$ cat src/capture_regs.svh
// Purpose: Register map, field positions and reset values of the capture channel
// Assumes: Plain register port, one 16-bit word per offset
// Notes: Definitions only
`ifndef CAPTURE_REGS_SVH
`define CAPTURE_REGS_SVH
`define ADDR_CONTROL 4'h0
`define ADDR_BUFFER 4'h1
`define ADDR_IRQ_STATUS 4'h2
`define ADDR_IRQ_MASK 4'h3
`define ADDR_POWER 4'h4
`define CTL_IDLE_HALT 13
`define CTL_TIMEBASE 7
`define CTL_CPI_HI 6
`define CTL_CPI_LO 5
`define CTL_OVF 4
`define CTL_BNE 3
`define CTL_MODE_HI 2
`define CTL_MODE_LO 0
`define CTL_WR_MASK 16'h20e7
`define CTL_RESET 16'h0000
`define IRQ_CAPTURE 0
`define IRQ_OVERFLOW 1
`define IRQ_WAKE 2
`define IRQ_BITS 3
`define PWR_IDLE 0
`define PWR_SLEEP 1
`define PRESCALE_4 4'h3
`define PRESCALE_16 4'hf
`define FIFO_DEPTH 4
`endif

$ cat src/capture_pkg.sv
// Purpose: Types shared by the capture channel files
// Assumes: Nothing beyond the register header
// Notes: Mode codes follow the control register field
package capture_pkg;
    typedef enum logic [2:0] {
        MODE_OFF = 3'h0,
        MODE_BOTH = 3'h1,
        MODE_FALL = 3'h2,
        MODE_RISE = 3'h3,
        MODE_RISE4 = 3'h4,
        MODE_RISE16 = 3'h5,
        MODE_UNUSED = 3'h6,
        MODE_WAKE = 3'h7
    } capture_mode_t;
endpackage

$ cat src/input_capture_channel.sv
// Summary of operation
// - Event copies selected 16-bit timer count
// - Timebase bit one first timer, zero second
// - Mode 000 turns channel off
// - Mode 001 captures every edge
// - Every-edge mode ignores captures per interrupt
// - 010 falling edges, 011 rising edges
// - 100 every fourth, 101 every sixteenth rise
// - Mode 110 unused, acts disabled
// - Mode 111 rising-edge wake source only
// - Interrupt after one to four captures
// - Captures kept in four-deep buffer
// - Not-empty flag shows unread values
// - Overflow flag set on capture overflow
// - Idle halt bit stops channel in idle, except in mode 111
// - Pin event wakes sleep and idle
//
// Purpose: One input capture channel with buffer, interrupt and wake
// Assumes: Pin and timer counts synchronous to clk_in
// Notes: Overflow clears in hardware once the buffer drains empty
//
// Implementation choices: the address map and strobed register access.
`timescale 1ns/10ps
`default_nettype none
`include "capture_regs.svh"
module input_capture_channel (
    input wire logic clk_in,
    input wire logic rst_in,
    input wire logic capture_input_pin_in,
    input wire logic [15:0] first_shared_timer_count_in,
    input wire logic [15:0] second_shared_timer_count_in,
    input wire logic cpu_idle_in,
    input wire logic cpu_sleep_in,
    input wire logic [3:0] addr_in,
    input wire logic [15:0] wdata_in,
    input wire logic wr_in,
    input wire logic rd_in,
    output logic [15:0] rdata_out,
    output logic irq_out,
    output logic wake_out
);
    logic [15:0] ctl_r;
    logic [15:0] ctl_nxt;
    logic [1:0] cap_cnt_r;
    logic [1:0] cap_cnt_nxt;
    logic ovf_r;
    logic ovf_nxt;
    logic [`IRQ_BITS-1:0] sts_r;
    logic [`IRQ_BITS-1:0] sts_nxt;
    logic [`IRQ_BITS-1:0] mask_r;
    logic [`IRQ_BITS-1:0] mask_nxt;
    logic [15:0] rdata_r;
    logic [15:0] rdata_nxt;
    logic wake_r;
    logic wake_nxt;
    logic [15:0] stamp;
    logic [2:0] mode;
    logic run;
    logic cap_event;
    logic pin_wake;
    logic drop;
    logic pop;
    logic cap_irq;
    logic [15:0] head;
    logic [2:0] level;

    // Halted in idle with halt selected, unless in wake mode
    assign mode = ctl_r[`CTL_MODE_HI:`CTL_MODE_LO];
    assign run = !(cpu_idle_in && ctl_r[`CTL_IDLE_HALT])
                 || (mode == capture_pkg::MODE_WAKE);
    // Timebase choice
    assign stamp = ctl_r[`CTL_TIMEBASE] ? first_shared_timer_count_in
                                        : second_shared_timer_count_in;
    assign pop = rd_in && (addr_in == `ADDR_BUFFER);

    capture_edge_detect u_capture_edge_detect (
        .clk_in(clk_in),
        .rst_in(rst_in),
        .pin_in(capture_input_pin_in),
        .run_in(run),
        .mode_in(mode),
        .event_out(cap_event),
        .wake_out(pin_wake)
    );

    capture_fifo u_capture_fifo (
        .clk_in(clk_in),
        .rst_in(rst_in),
        .push_in(cap_event),
        .data_in(stamp),
        .pop_in(pop),
        .head_out(head),
        .count_out(level),
        .drop_out(drop)
    );

    // Captures per interrupt, overflow and control writes
    always_comb begin
        ctl_nxt = ctl_r;
        cap_cnt_nxt = cap_cnt_r;
        cap_irq = 1'b0;
        ovf_nxt = ovf_r;
        if (wr_in && addr_in == `ADDR_CONTROL) begin
            ctl_nxt = wdata_in & `CTL_WR_MASK;
            cap_cnt_nxt = 2'h0; // Restart count on reprogramming
        end else if (cap_event) begin
            if (mode == capture_pkg::MODE_BOTH) begin
                cap_irq = 1'b1;
            end else if (cap_cnt_r == ctl_r[`CTL_CPI_HI:`CTL_CPI_LO]) begin
                cap_irq = 1'b1;
                cap_cnt_nxt = 2'h0;
            end else begin
                cap_cnt_nxt = cap_cnt_r + 2'h1;
            end
        end
        // Set wins over the drain-clear
        if (drop) begin
            ovf_nxt = 1'b1;
        end else if (level == 3'h0) begin
            ovf_nxt = 1'b0;
        end
    end

    // Sticky status, write one to clear; a new event wins
    always_comb begin
        mask_nxt = mask_r;
        sts_nxt = sts_r;
        if (wr_in && addr_in == `ADDR_IRQ_STATUS) begin
            sts_nxt = sts_r & ~wdata_in[`IRQ_BITS-1:0];
        end
        if (wr_in && addr_in == `ADDR_IRQ_MASK) begin
            mask_nxt = wdata_in[`IRQ_BITS-1:0];
        end
        if (cap_irq) begin
            sts_nxt[`IRQ_CAPTURE] = 1'b1;
        end
        if (drop) begin
            sts_nxt[`IRQ_OVERFLOW] = 1'b1;
        end
        if (pin_wake && (cpu_idle_in || cpu_sleep_in)) begin
            sts_nxt[`IRQ_WAKE] = 1'b1;
        end
        // Wake on any qualifying pin activity while asleep or idle
        wake_nxt = (cpu_idle_in || cpu_sleep_in) && (cap_event || pin_wake);
    end

    // Read mux, data one cycle after the strobe
    always_comb begin
        rdata_nxt = 16'h0000;
        if (rd_in) begin
            case (addr_in)
                `ADDR_CONTROL: begin
                    rdata_nxt = ctl_r;
                    rdata_nxt[`CTL_OVF] = ovf_r;
                    rdata_nxt[`CTL_BNE] = (level != 3'h0);
                end
                `ADDR_BUFFER: rdata_nxt = head;
                `ADDR_IRQ_STATUS: rdata_nxt = {13'h0000, sts_r};
                `ADDR_IRQ_MASK: rdata_nxt = {13'h0000, mask_r};
                `ADDR_POWER: rdata_nxt = {14'h0000, cpu_sleep_in, cpu_idle_in};
                default: rdata_nxt = 16'h0000;
            endcase
        end
    end

    // All registers
    always_ff @(posedge clk_in) begin
        if (rst_in) begin
            ctl_r <= `CTL_RESET;
            cap_cnt_r <= 2'h0;
            ovf_r <= 1'b0;
            sts_r <= '0;
            mask_r <= '0;
            rdata_r <= 16'h0000;
            wake_r <= 1'b0;
        end else begin
            ctl_r <= ctl_nxt;
            cap_cnt_r <= cap_cnt_nxt;
            ovf_r <= ovf_nxt;
            sts_r <= sts_nxt;
            mask_r <= mask_nxt;
            rdata_r <= rdata_nxt;
            wake_r <= wake_nxt;
        end
    end

    assign rdata_out = rdata_r;
    assign irq_out = |(sts_r & mask_r);
    assign wake_out = wake_r;

    // Checks
    a_off_no_capture: assert property (@(posedge clk_in) disable iff (rst_in)
        (mode == 3'h0 || mode == 3'h6 || mode == 3'h7) |-> !cap_event)
        else $error("capture while disabled");
    a_stamp_stored: assert property (@(posedge clk_in) disable iff (rst_in)
        (cap_event && level == 3'h0 && !pop) |=> (head == $past(stamp)))
        else $error("captured value wrong");
    a_bne_tracks: assert property (@(posedge clk_in) disable iff (rst_in)
        (rd_in && addr_in == `ADDR_CONTROL) |=> (rdata_out[`CTL_BNE] == ($past(level) != 3'h0)))
        else $error("not-empty flag wrong");
    a_full_drop: assert property (@(posedge clk_in) disable iff (rst_in)
        (cap_event && level == 3'h4 && !pop) |=> (ovf_r && level == 3'h4))
        else $error("overflow not flagged");
    a_pop_oldest: assert property (@(posedge clk_in) disable iff (rst_in)
        (pop && level != 3'h0 && !cap_event) |=> (level == $past(level) - 3'h1))
        else $error("read did not remove");
    a_idle_halt: assert property (@(posedge clk_in) disable iff (rst_in)
        (cpu_idle_in && ctl_r[`CTL_IDLE_HALT]) |-> !cap_event)
        else $error("capture during idle halt");
    a_every_edge_irq: assert property (@(posedge clk_in) disable iff (rst_in)
        (cap_event && mode == 3'h1 && !wr_in) |=> sts_r[`IRQ_CAPTURE])
        else $error("every-edge interrupt missing");
    a_wake_pulse: assert property (@(posedge clk_in) disable iff (rst_in)
        (pin_wake && cpu_sleep_in) |=> wake_out)
        else $error("no wake");
    a_irq_level: assert property (@(posedge clk_in) disable iff (rst_in)
        irq_out == |(sts_r & mask_r) ##1 1'b1)
        else $error("interrupt level wrong");
    c_capture: cover property (@(posedge clk_in) cap_event);
    c_overflow: cover property (@(posedge clk_in) drop);
    c_wake: cover property (@(posedge clk_in) wake_out);
    c_irq: cover property (@(posedge clk_in) irq_out);
endmodule
`default_nettype wire

$ cat src/capture_edge_detect.sv
// Purpose: Edge detector and rising-edge prescaler for the capture pin
// Assumes: Pin is synchronous to clk_in
// Notes: Prescaler restarts whenever the mode changes
`timescale 1ns/10ps
`default_nettype none
`include "capture_regs.svh"
module capture_edge_detect (
    input wire logic clk_in,
    input wire logic rst_in,
    input wire logic pin_in,
    input wire logic run_in,
    input wire logic [2:0] mode_in,
    output logic event_out,
    output logic wake_out
);
    logic pin_r;
    logic pin_nxt;
    logic [3:0] pre_r;
    logic [3:0] pre_nxt;
    logic [2:0] mode_r;
    logic [2:0] mode_nxt;
    logic rise;
    logic fall;
    // Edges against previous sample
    always_comb begin
        rise = pin_in && !pin_r;
        fall = !pin_in && pin_r;
        pin_nxt = pin_in;
        mode_nxt = mode_in;
        pre_nxt = pre_r;
        event_out = 1'b0;
        wake_out = 1'b0;
        if (mode_in != mode_r) begin
            pre_nxt = 4'h0; // Fresh count after a mode change
        end else if (run_in) begin
            case (capture_pkg::capture_mode_t'(mode_in))
                capture_pkg::MODE_BOTH: event_out = rise || fall;
                capture_pkg::MODE_FALL: event_out = fall;
                capture_pkg::MODE_RISE: event_out = rise;
                capture_pkg::MODE_RISE4: begin
                    if (rise) begin
                        event_out = (pre_r[1:0] == 2'(`PRESCALE_4));
                        pre_nxt = {2'h0, pre_r[1:0] + 2'h1};
                    end
                end
                capture_pkg::MODE_RISE16: begin
                    if (rise) begin
                        event_out = (pre_r == `PRESCALE_16);
                        pre_nxt = pre_r + 4'h1;
                    end
                end
                capture_pkg::MODE_WAKE: wake_out = rise;
                default: event_out = 1'b0;
            endcase
        end
    end
    // State registers
    always_ff @(posedge clk_in) begin
        if (rst_in) begin
            pin_r <= 1'b0;
            pre_r <= 4'h0;
            mode_r <= 3'h0;
        end else begin
            pin_r <= pin_nxt;
            pre_r <= pre_nxt;
            mode_r <= mode_nxt;
        end
    end
endmodule
`default_nettype wire

$ cat src/capture_fifo.sv
// Purpose: Four-deep capture buffer, oldest first
// Assumes: Nothing; a pop on an empty buffer is ignored
// Notes: A push into a full buffer is refused and flagged
`timescale 1ns/10ps
`default_nettype none
`include "capture_regs.svh"
module capture_fifo (
    input wire logic clk_in,
    input wire logic rst_in,
    input wire logic push_in,
    input wire logic [15:0] data_in,
    input wire logic pop_in,
    output logic [15:0] head_out,
    output logic [2:0] count_out,
    output logic drop_out
);
    logic [15:0] mem_r [0:`FIFO_DEPTH-1];
    logic [1:0] rd_r;
    logic [1:0] rd_nxt;
    logic [1:0] wr_r;
    logic [1:0] wr_nxt;
    logic [2:0] cnt_r;
    logic [2:0] cnt_nxt;
    logic do_push;
    logic do_pop;
    // Pointer and count update
    always_comb begin
        do_pop = pop_in && (cnt_r != 3'h0);
        do_push = push_in && (cnt_r != 3'(`FIFO_DEPTH));
        drop_out = push_in && (cnt_r == 3'(`FIFO_DEPTH));
        rd_nxt = do_pop ? rd_r + 2'h1 : rd_r;
        wr_nxt = do_push ? wr_r + 2'h1 : wr_r;
        cnt_nxt = cnt_r + {2'h0, do_push} - {2'h0, do_pop};
    end
    // Registers; storage needs no reset
    always_ff @(posedge clk_in) begin
        if (rst_in) begin
            rd_r <= 2'h0;
            wr_r <= 2'h0;
            cnt_r <= 3'h0;
        end else begin
            rd_r <= rd_nxt;
            wr_r <= wr_nxt;
            cnt_r <= cnt_nxt;
        end
        if (do_push) begin
            mem_r[wr_r] <= data_in;
        end
    end
    assign head_out = (cnt_r == 3'h0) ? 16'h0000 : mem_r[rd_r];
    assign count_out = cnt_r;
endmodule
`default_nettype wire

$ cat config.mk
export PLATFORM = sky130hd
export DESIGN_NAME = input_capture_channel
export DESIGN_NICKNAME = d
export VERILOG_FILES = /design/src/capture_pkg.sv /design/src/input_capture_channel.sv /design/src/capture_edge_detect.sv /design/src/capture_fifo.sv
export VERILOG_INCLUDE_DIRS = /design/src
export SDC_FILE = /design/constraint.sdc
export NUM_CORES = 1
export LEC_CHECK = 0
export ABC_AREA = 1
export ABC_CLOCK_PERIOD_IN_PS = 3100
export BUFFER_PORTS_ARGS = -buffer_cell sky130_fd_sc_hd__buf_4
export CAP_MARGIN = 20
export CORE_UTILIZATION = 35
export DETAILED_ROUTE_END_ITERATION = 7
export GPL_ROUTABILITY_DRIVEN = 0
export PLACE_DENSITY_LB_ADDON = 0.2
export SKIP_LAST_GASP = 1
export SLEW_MARGIN = 10
export SYNTH_ARGS = -nofsm -noshare
export SYNTH_HDL_FRONTEND = slang
export SYNTH_SLANG_ARGS = --single-unit
$ cat constraint.sdc
create_clock -name clk_in -period 3.1 [get_ports clk_in]
set_clock_uncertainty 0.15 [all_clocks]
set_input_delay 0.62 -clock clk_in [delete_from_list [all_inputs] [get_ports clk_in]]
set_output_delay 0.62 -clock clk_in [all_outputs]
set_load 0.03 [all_outputs]
==> results.md, run 1 <==
* Pwr/cell area at 587 nW/um^2
* Hold crit path type: flip-flop to flip-flop
* Clk_lat worst skew at 0.40 ns
* Top Family by Delay on Critical Path: simple AND/OR/NAND/NOR gates
* Layout cells sized above 1 at 20.1%
* Vias in the first global route at 3478
* Hold slack at 0.312 ns
* IO buf count at 67
* Utilization after layout at 45.7%
* Post-CTS Hold Fix Bufs at 0
* Tmin final at 2.36 ns
* Area post-placement at 5540 sq um
* Die H at 120 um
* Post-DP HPWL at 6.95 mm
* Synthesis Warnings at 0
* Worst-margin pin slew at 0.784 ns
* P&R area growth vs syn at 26.0%
* Fin. Hold Viols at 0
* FP Rows at 42
* Syn nets at 569
* Largest stage delay, worst path at 0.54 ns
* CTS clk-pin slew, worst paths at 0.05 ns
* Wirelength per Cell at 13.9 um
* Die W at 120 um
* Met2 Resource Use GR at 26.0%
* First-pass iteration count of the detailed router at 4
* Worst reg2reg path depth at 11
* WP buf/inv at 2
* Post-CTS setup buffers at 0
* Status: finished clean
* N_diodes at 0
* Met3 Use GR at 4.18%
* CTS tree: built
* Sequential fraction of the synthesis area at 60.4%
* Largest net degree at the start of global routing at 33
* GRT Overall Usage at 16.0%
* Antenna violations before repair at 0
* Clock sinks at 114
* Crit path cell chain: nand3_1, nand3_2, nand2_2, nor2_8, nand3_4, inv_1, ha_1, inv_1, fa_1, o21ai_0, a21oi_1
* Starting Density at 36.2%
* Crit Path Max Fanout at 9
* DRT iter0 DRCs at 228
* Global-route wire length before repair at 17.1 mm
* Fin. max-slew vios at 0
* Critical Path AT at 2.48 ns
* Max stage delay cell, worst path: dfxtp_1
* Setup TNS at 0 ns
* Critical Path Most Common Cell: inv_1
* Global route total overflow at 0
* Die area at 14300 sq um
* WP data required at 3.23 ns
* FMAX at 424 MHz
* Maximum Capacitance Violations at 0
* Met1 Resource Use GR at 20.4%
* Final std cell area, no fill at 6090 sq um
* Fin crit share at 76.0%
* Busiest grt layer: met2
* Slew margin rel. at 47.7%
* Final Setup Violations at 0
* Core area at 13300 sq um
* Via-per-instance ratio at 4.69
* I/O pin count at 77
* FF+latch count, synth at 114
* Critical path capture point: u_capture_fifo.count_out[2]
* Yosys cell types at 39
* CTS Buffer Depth at 2
* H-Tree Depth at 4
* Post-Syn Area at 4840 sq um
* Commonest non-fill, non-tap cell in the layout: nand2_1
* CP startpoint: ctl_r[0]
* Vias at 3598
* Critical path launch point type: flip-flop
* CTS root buffer: clkbuf_16
* R2r startpoint: ctl_r[0]
* Final nets at 647
* Cts bufs inserted at 17
* CP Depth at 11
* WS Path Type: flip-flop to flip-flop
* Most frequent cells in the layout: nand2_1 (121), buf_4 (76), edfxtp_1 (64)
* Pleak at 2.50 nW
* Cells after synthesis at 500
* Routed Antenna Nets at 0
* DRC Markers at 0
* Reg-to-Reg End: u_capture_fifo.count_out[2]
* Syn Area/Cell at 9.68 sq um
* Reg-to-reg slack, setup at 0.74 ns
* Drt total wl at 10.6 mm
* Peak VDD IR at 0.386 mV
* RSZ-0062 raised after global routing: false
* Post-CTS sizing at 0
* Setup crit end kind: flip-flop
## cells by family (layout without fill, tap and decap cells)
logic type	count (synthesis)	in the layout	share of synthesized area (%)
flops	114	114	60.4
fa+ha+maj	10	10	2.74
xor+xnor	4	4	0.879
buf+inv	60	151	5.22
simple gates	217	217	19.8
compound gates	95	95	10.9
## metal layers
layer | wire, um | part of all wire (%) | vias to the layer above
met2 | 5030 | 47 | 81
met3 | 500 | 4.7 | 10
met1 | 4980 | 47 | 1667
met4 | 131 | 1.2 | 0
met5 | 0 | 0 | -
li1 | - | - | 1840
## cell type report
type	count	area [sq um]
clock buffer	21	440
clock inverter	11	116
fill	1263	7250
inverter	43	161
multi-input combinational	326	1660
sequential	114	2920
tap	176	220
timing repair buffer	76	571
## how the worst min path moves through the flow
| stage | endpoint | startpoint | slack, ns | cells past startpoint |
|---|---|---|---|---|
| floorplan | mask_r[0] | mask_r[0] | 0.29 | 2 |
| global placement | mask_r[1] | mask_r[1] | 0.30 | 2 |
| detailed placement | mask_r[1] | mask_r[1] | 0.30 | 2 |
| CTS | mask_r[1] | mask_r[1] | 0.31 | 2 |
| global route | u_capture_edge_detect.pin_r | capture_input_pin_in | 0.33 | 3 |
| finish | mask_r[1] | mask_r[1] | 0.31 | 2 |
## per-stage QoR
step | cells | power (mW) | setup WS (ns)
after floorplan | 500 | 1.72 | 0.495
after global placement | 735 | 1.79 | 0.457
after detailed placement | 735 | 1.79 | 0.407
after CTS | 767 | 3.61 | 0.743
after global routing | 767 | 3.70 | 0.571
final | 767 | 3.58 | 0.743
## power breakdown
part | switching (mW) | internal [mW]
sequential | 0.00590 | 1.61
combinational | 0.0789 | 0.0663
clock | 0.644 | 1.17
total | 0.729 | 2.85
## synthesized netlist by cell type (all sizes together)
library cell  count  share of area [%]
ha                9                2.3
o31ai             1               0.16
inv              42                3.3
nand3b            4               0.62
nor3b             1               0.26
a32o              6                1.2
xnor2             3               0.70
nand4             5               0.65
nand2           124                9.8
and2              1               0.13
a21o              1               0.16
buf               8                1.2
o22ai            10                1.3
o21ai            38                3.9
nor2             59                5.1
fa                1               0.41
nor3              5               0.85
a21oi            38                4.0
clkinv            1              0.078
nand3            17                2.3
clkbuf            9               0.70
dfxtp            50                 21
o21a              1               0.16
xor2              1               0.18
and3              1               0.13
edfxtp           64                 40
## state kept, by name (all words and copies together) (netlist names), named ones only
register and flops:
rdata_out 16, mask_r 3, sts_r 3, u_capture_fifo.count_out 3
cap_cnt_r 2, u_capture_edge_detect.mode_r 3, u_capture_fifo.mem_r 64, ctl_r 7
u_capture_edge_detect.pre_r 4, wake_out 1, u_capture_edge_detect.pin_r 1, u_capture_fifo.rd_r 2
ovf_r 1, u_capture_fifo.wr_r 2
## worst min-delay path: stages (launching register included)
cell	delay, ns
dfxtp_1	0.30
inv_1	0.06
a21oi_1	0.05
(Power assumes the default switching activity.)
==> run 2, diff against run 1 <==
- ABC_CLOCK_PERIOD_IN_PS: 3100 -> 2450
- clock period: 3.1 -> 2.45 ns (I/O delays scaled with it)
==> results.md, run 2 (synthesized netlist as in run 1, its figures left out) <==
* Hold slack at 0.214 ns (was 0.312 ns)
* H-Tree Depth at 4 (unchanged)
* Maximum Capacitance Violations at 0 (unchanged)
* Hold crit path type: primary input to flip-flop (was flip-flop to flip-flop)
* Post-CTS Hold Fix Bufs at 0 (unchanged)
* CTS Buffer Depth at 2 (unchanged)
* RSZ-0062 raised after global routing: false (unchanged)
* Global route total overflow at 0 (unchanged)
* Fin. max-slew vios at 0 (unchanged)
* FMAX at 439 MHz (was 424 MHz)
* Worst-margin pin slew at 0.673 ns (was 0.784 ns)
* Via-per-instance ratio at 4.69 (about the same)
* Vias at 3627 (was 3598)
* Status: finished clean (unchanged)
* First-pass iteration count of the detailed router at 5 (was 4)
* Post-CTS setup buffers at 0 (unchanged)
* Critical path launch point type: flip-flop (unchanged)
* Commonest non-fill, non-tap cell in the layout: nand2_1 (unchanged)
* Clock sinks at 114 (unchanged)
* WP data required at 2.57 ns (was 3.23 ns)
* Global-route wire length before repair at 17.4 mm (was 17.1 mm)
* Fin crit share at 92.9% (was 76.0%)
* IO buf count at 67 (unchanged)
* N_diodes at 0 (unchanged)
* Reg with most FFs: u_capture_fifo.mem_r (unchanged)
* Die H at 120 um (unchanged)
* Post-DP HPWL at 7.03 mm (was 6.95 mm)
* I/O pin count at 77 (unchanged)
* Vias in the first global route at 3572 (was 3478)
* Starting Density at 36.2% (unchanged)
* Most frequent cells in the layout: nand2_1 (121), buf_4 (81), edfxtp_1 (64) (was nand2_1 (121), buf_4 (76), edfxtp_1 (64))
* Largest net degree at the start of global routing at 33 (unchanged)
* CTS root buffer: clkbuf_16 (unchanged)
* Layout cells sized above 1 at 21.2% (was 20.1%)
* Tmin final at 2.28 ns (was 2.36 ns)
* Setup crit end kind: flip-flop (unchanged)
* Antenna violations before repair at 0 (unchanged)
* Clk_lat worst skew at 0.40 ns (about the same)
* Pleak at 2.60 nW (was 2.50 nW)
* Post-CTS sizing at 0 (unchanged)
* Filler cells at 1246 (was 1263)
* Power after layout at 5.04 mW (was 3.58 mW)
* Wirelength per Cell at 13.7 um (was 13.9 um)
* Die area at 14300 sq um (unchanged)
* WS Path Type: flip-flop to flip-flop (unchanged)
* FP Rows at 42 (unchanged)
* Die W at 120 um (unchanged)
* Final Setup Violations at 0 (unchanged)
* Final nets at 654 (was 647)
* Sequential Area at 2920 sq um (unchanged)
* DRT iter0 DRCs at 208 (was 228)
* Routed Antenna Nets at 0 (unchanged)
* Max reg flops at 64 (unchanged)
* P&R area growth vs syn at 30.1% (was 26.0%)
* DRC Markers at 0 (unchanged)
* Pwr/cell area at 800 nW/um^2 (was 587 nW/um^2)
* CTS tree: built (unchanged)
* Peak VDD IR at 0.418 mV (was 0.386 mV)
* Multi-input gate area at 1660 sq um (unchanged)
* GRT Overall Usage at 15.9% (was 16.0%)
* CTS clk-pin slew, worst paths at 0.05 ns (about the same)
* Cts bufs inserted at 17 (unchanged)
* Core area at 13300 sq um (unchanged)
* Critical Path AT at 2.40 ns (was 2.48 ns)
* Fin. Hold Viols at 0 (unchanged)
* Crit Path Max Fanout at 9 (unchanged)
* Drt total wl at 10.6 mm (about the same)
* Slew margin rel. at 55.1% (was 47.7%)
[run 2: cell count changes in the layout (fill, tap and decap cells not counted), sizes merged]
cell,before,now
buf,76,83
bufinv,2,6
clkinv,8,4
clkbuf,21,23
clkinvlp,2,0
[run 2: final timing paths]
check | end | depth (start not counted) | start | slack (ns)
max | u_capture_fifo.count_out[2] | 11 | ctl_r[0] | 0.17
min reg2reg | ovf_r | 2 | ovf_r | 0.32
min | u_capture_edge_detect.pin_r | 3 | capture_input_pin_in | 0.21
max reg2reg | u_capture_fifo.count_out[2] | 11 | ctl_r[0] | 0.17
[run 2: area by class of cell]
| cell class | instances | area share [%] |
|---|---|---|
| inverters | 43 | 2.56 |
| well taps | 176 | 3.50 |
| clock inverters | 9 | 3.20 |
| clock buffers | 23 | 7.59 |
| flip-flops and latches | 114 | 46.4 |
| repair buffers | 83 | 10.3 |
| multi-input cells | 326 | 26.4 |
[run 2: power breakdown]
group	switching, mW	total (mW)	internal (mW)
combinational	0.101	0.187	0.0858
sequential	0.00723	2.04	2.04
clock	0.818	2.81	1.99
[run 2: worst max-delay path, cell delays in order (launching register included)]
cell and delay (ns):
dfxtp_1 0.53, nand3_1 0.18, nand3_2 0.11, nand2_2 0.09, nor2_8 0.17, nand3_4 0.08
inv_1 0.06, ha_1 0.13, inv_1 0.05, fa_1 0.37, o21ai_0 0.18, a21oi_1 0.06
[run 2: stage by stage]
| stage | instance area [sq um] | std cells | utilization [%] | setup TNS [ns] | setup WS, ns |
|---|---|---|---|---|---|
| 4_1_cts | 6290 | 774 | 47.2 | 0 | 0.176 |
| 6_report | 6290 | 774 | 47.2 | 0 | 0.174 |
| 2_1_floorplan | 4840 | 500 | - | -1.62 | -0.0253 |
| 3_3_place_gp | 5620 | 742 | 42.1 | 0 | 0.102 |
| 3_5_place_dp | 5620 | 742 | 42.1 | 0 | 0.0448 |
| 5_1_grt | 6290 | 774 | 47.2 | 0 | 0.0194 |
[run 2: metal layers]
metal,part of all wire [%],up-vias,GRT usage (%)
li1,-,1860,-
met1,46,1671,20.2
met2,47,83,25.4
met3,4.6,13,4.18
met4,1.6,0,6.72
met5,0,-,0
==> run 3, diff against run 2 <==
- ABC_CLOCK_PERIOD_IN_PS: 2450 -> 2300
- clock period: 2.45 -> 2.3 ns (I/O delays scaled with it)
==> results.md, run 3 (synthesized netlist as in run 1, its figures left out) <==
* Status: finished clean (unchanged)
* Final nets at 660 (was 654)
* Via-per-instance ratio at 4.72 (was 4.69)
* Commonest non-fill, non-tap cell in the layout: nand2_1 (unchanged)
* Vias at 3678 (was 3627)
* Starting Density at 36.2% (unchanged)
* Hold Startpoint: capture_input_pin_in (unchanged)
* Maximum Capacitance Violations at 0 (unchanged)
* IO buf count at 67 (unchanged)
* GRT Overall Usage at 15.9% (about the same)
* Post-CTS sizing at 0 (unchanged)
* Cts bufs inserted at 17 (unchanged)
* Drt total wl at 10.4 mm (was 10.6 mm)
* Reg-to-Reg End: u_capture_fifo.count_out[2] (unchanged)
* DRC Markers at 0 (unchanged)
* Global-route wire length before repair at 17.1 mm (was 17.4 mm)
* Layout cells sized above 1 at 22.2% (was 21.2%)
* Pwr/cell area at 785 nW/um^2 (was 800 nW/um^2)
* Global route total overflow at 0 (unchanged)
* Hold crit path type: primary input to flip-flop (unchanged)
* Clock power frac at 51.3% (was 55.7%)
* Final Setup Violations at 0 (unchanged)
* Critical Path AT at 2.25 ns (was 2.40 ns)
* Largest net degree at the start of global routing at 33 (unchanged)
* DRT iter0 DRCs at 204 (was 208)
* CTS clk-pin slew, worst paths at 0.05 ns (about the same)
* Max reg flops at 64 (unchanged)
* Die H at 120 um (unchanged)
* FP Rows at 42 (unchanged)
* Combinational share of power at 4.2% (was 3.7%)
* Internal power at 3.90 mW (was 4.11 mW)
* Utilization after layout at 46.7% (was 47.2%)
* Peak VDD IR at 0.641 mV (was 0.418 mV)
* Post-CTS setup buffers at 0 (unchanged)
* Sequential Area at 2920 sq um (unchanged)
* CTS tree: built (unchanged)
* Clk_lat worst skew at 0.42 ns (was 0.40 ns)
* Setup TNS at 0 ns (unchanged)
* Core area at 13300 sq um (unchanged)
* Crit Path Max Fanout at 7 (was 9)
* CTS Buffer Depth at 2 (unchanged)
* Die W at 120 um (unchanged)
* Tmin final at 2.10 ns (was 2.28 ns)
* Multi-input gate area at 1660 sq um (unchanged)
* Critical path launch point type: flip-flop (unchanged)
* R2r startpoint: ctl_r[2] (was ctl_r[0])
* H-Tree Depth at 4 (unchanged)
* Routed Antenna Nets at 0 (unchanged)
* P&R area growth vs syn at 28.9% (was 30.1%)
* Switching Fraction at 20.2% (was 18.4%)
* WS Path Type: flip-flop to flip-flop (unchanged)
* Fin crit share at 91.4% (was 92.9%)
* Filler cells at 1261 (was 1246)
* CP startpoint: ctl_r[2] (was ctl_r[0])
* Slew margin rel. at 62.6% (was 55.1%)
* Vias in the first global route at 3550 (was 3572)
* Clock sinks at 114 (unchanged)
* Setup crit end kind: flip-flop (unchanged)
* Post-DP HPWL at 7.22 mm (was 7.03 mm)
* CTS root buffer: clkbuf_16 (unchanged)
* Reg-to-reg slack, setup at 0.20 ns (was 0.17 ns)
* First-pass iteration count of the detailed router at 5 (unchanged)
* N_diodes at 0 (unchanged)
* Flop pwr share at 44.5% (was 40.6%)
* Critical path capture point: u_capture_fifo.count_out[2] (unchanged)
* RSZ-0062 raised after global routing: false (unchanged)
* FMAX at 475 MHz (was 439 MHz)
* Worst reg2reg path depth at 12 (was 11)
* Die area at 14300 sq um (unchanged)
* Most frequent cells in the layout: nand2_1 (121), buf_4 (87), edfxtp_1 (64) (was nand2_1 (121), buf_4 (81), edfxtp_1 (64))
* Wirelength per Cell at 13.3 um (was 13.7 um)
* Antenna violations before repair at 0 (unchanged)
* Fin cells at 780 (was 774)
* Fin. Hold Viols at 0 (unchanged)
* Worst-margin pin slew at 0.557 ns (was 0.673 ns)
* Placed Cells at 748 (was 742)
* Post-CTS Hold Fix Bufs at 0 (unchanged)
* Pleak at 2.57 nW (was 2.60 nW)
* I/O pin count at 77 (unchanged)
* Net load switching power at 0.991 mW (was 0.927 mW)
* WP data required at 2.45 ns (was 2.57 ns)
* Fin. max-slew vios at 0 (unchanged)
* Reg with most FFs: u_capture_fifo.mem_r (unchanged)
==> run 3: power groups by stage <==
stage	registers (mW)	clock network, mW	logic, mW
after global routing	2.18	2.64	0.230
after global placement	2.22	0	0.203
after detailed placement	2.22	0	0.208
after floorplan	2.22	0	0.0976
final	2.18	2.51	0.206
after CTS	2.18	2.56	0.208
==> run 3: worst min path at each step <==
stage,depth (start not counted),endpoint
final,3,u_capture_edge_detect.pin_r
after global routing,3,u_capture_edge_detect.pin_r
after CTS,3,u_capture_edge_detect.pin_r
after detailed placement,2,mask_r[1]
after global placement,2,mask_r[0]
after floorplan,2,mask_r[0]
==> run 3: cell type report <==
class / instances / share of cell area, %
well taps: 176 / 3.53
clock buffers: 22 / 7.45
multi-input cells: 326 / 26.7
flip-flops and latches: 114 / 46.9
inverters: 43 / 2.59
clock inverters: 10 / 1.77
repair buffers: 89 / 11.1
==> run 3: per-layer routing <==
| layer | vias to the layer above | part of all wire [%] | GRT usage, % | routed length [um] |
|---|---|---|---|---|
| met5 | - | 0 | 0 | 0 |
| met3 | 26 | 4.5 | 4.23 | 471 |
| li1 | 1871 | - | - | - |
| met4 | 0 | 2.8 | 8.52 | 287 |
| met2 | 84 | 47 | 25.3 | 4870 |
| met1 | 1697 | 46 | 19.7 | 4760 |
==> run 3: stage by stage <==
stage | area [sq um] | hold WS, ns | power, mW | setup WS, ns
after floorplan | 4840 | 0.288 | 2.31 | -0.145
after global placement | 5660 | 0.302 | 2.42 | 0.00248
after detailed placement | 5660 | 0.312 | 2.43 | -0.0551
after CTS | 6230 | 0.126 | 4.94 | 0.176
after global routing | 6230 | 0.164 | 5.05 | 0.0101
final | 6230 | 0.143 | 4.90 | 0.197
==> run 3: critical path, stage by stage, from the launching register on <==
cell and delay [ns]:
dfxtp_1 0.35, inv_2 0.14, nand2_1 0.06, nand2_1 0.07, nand3_2 0.15, nor2_8 0.13, nand3_4 0.06, inv_1 0.06
ha_1 0.13, inv_1 0.04, fa_1 0.37, o21ai_0 0.18, a21oi_1 0.06
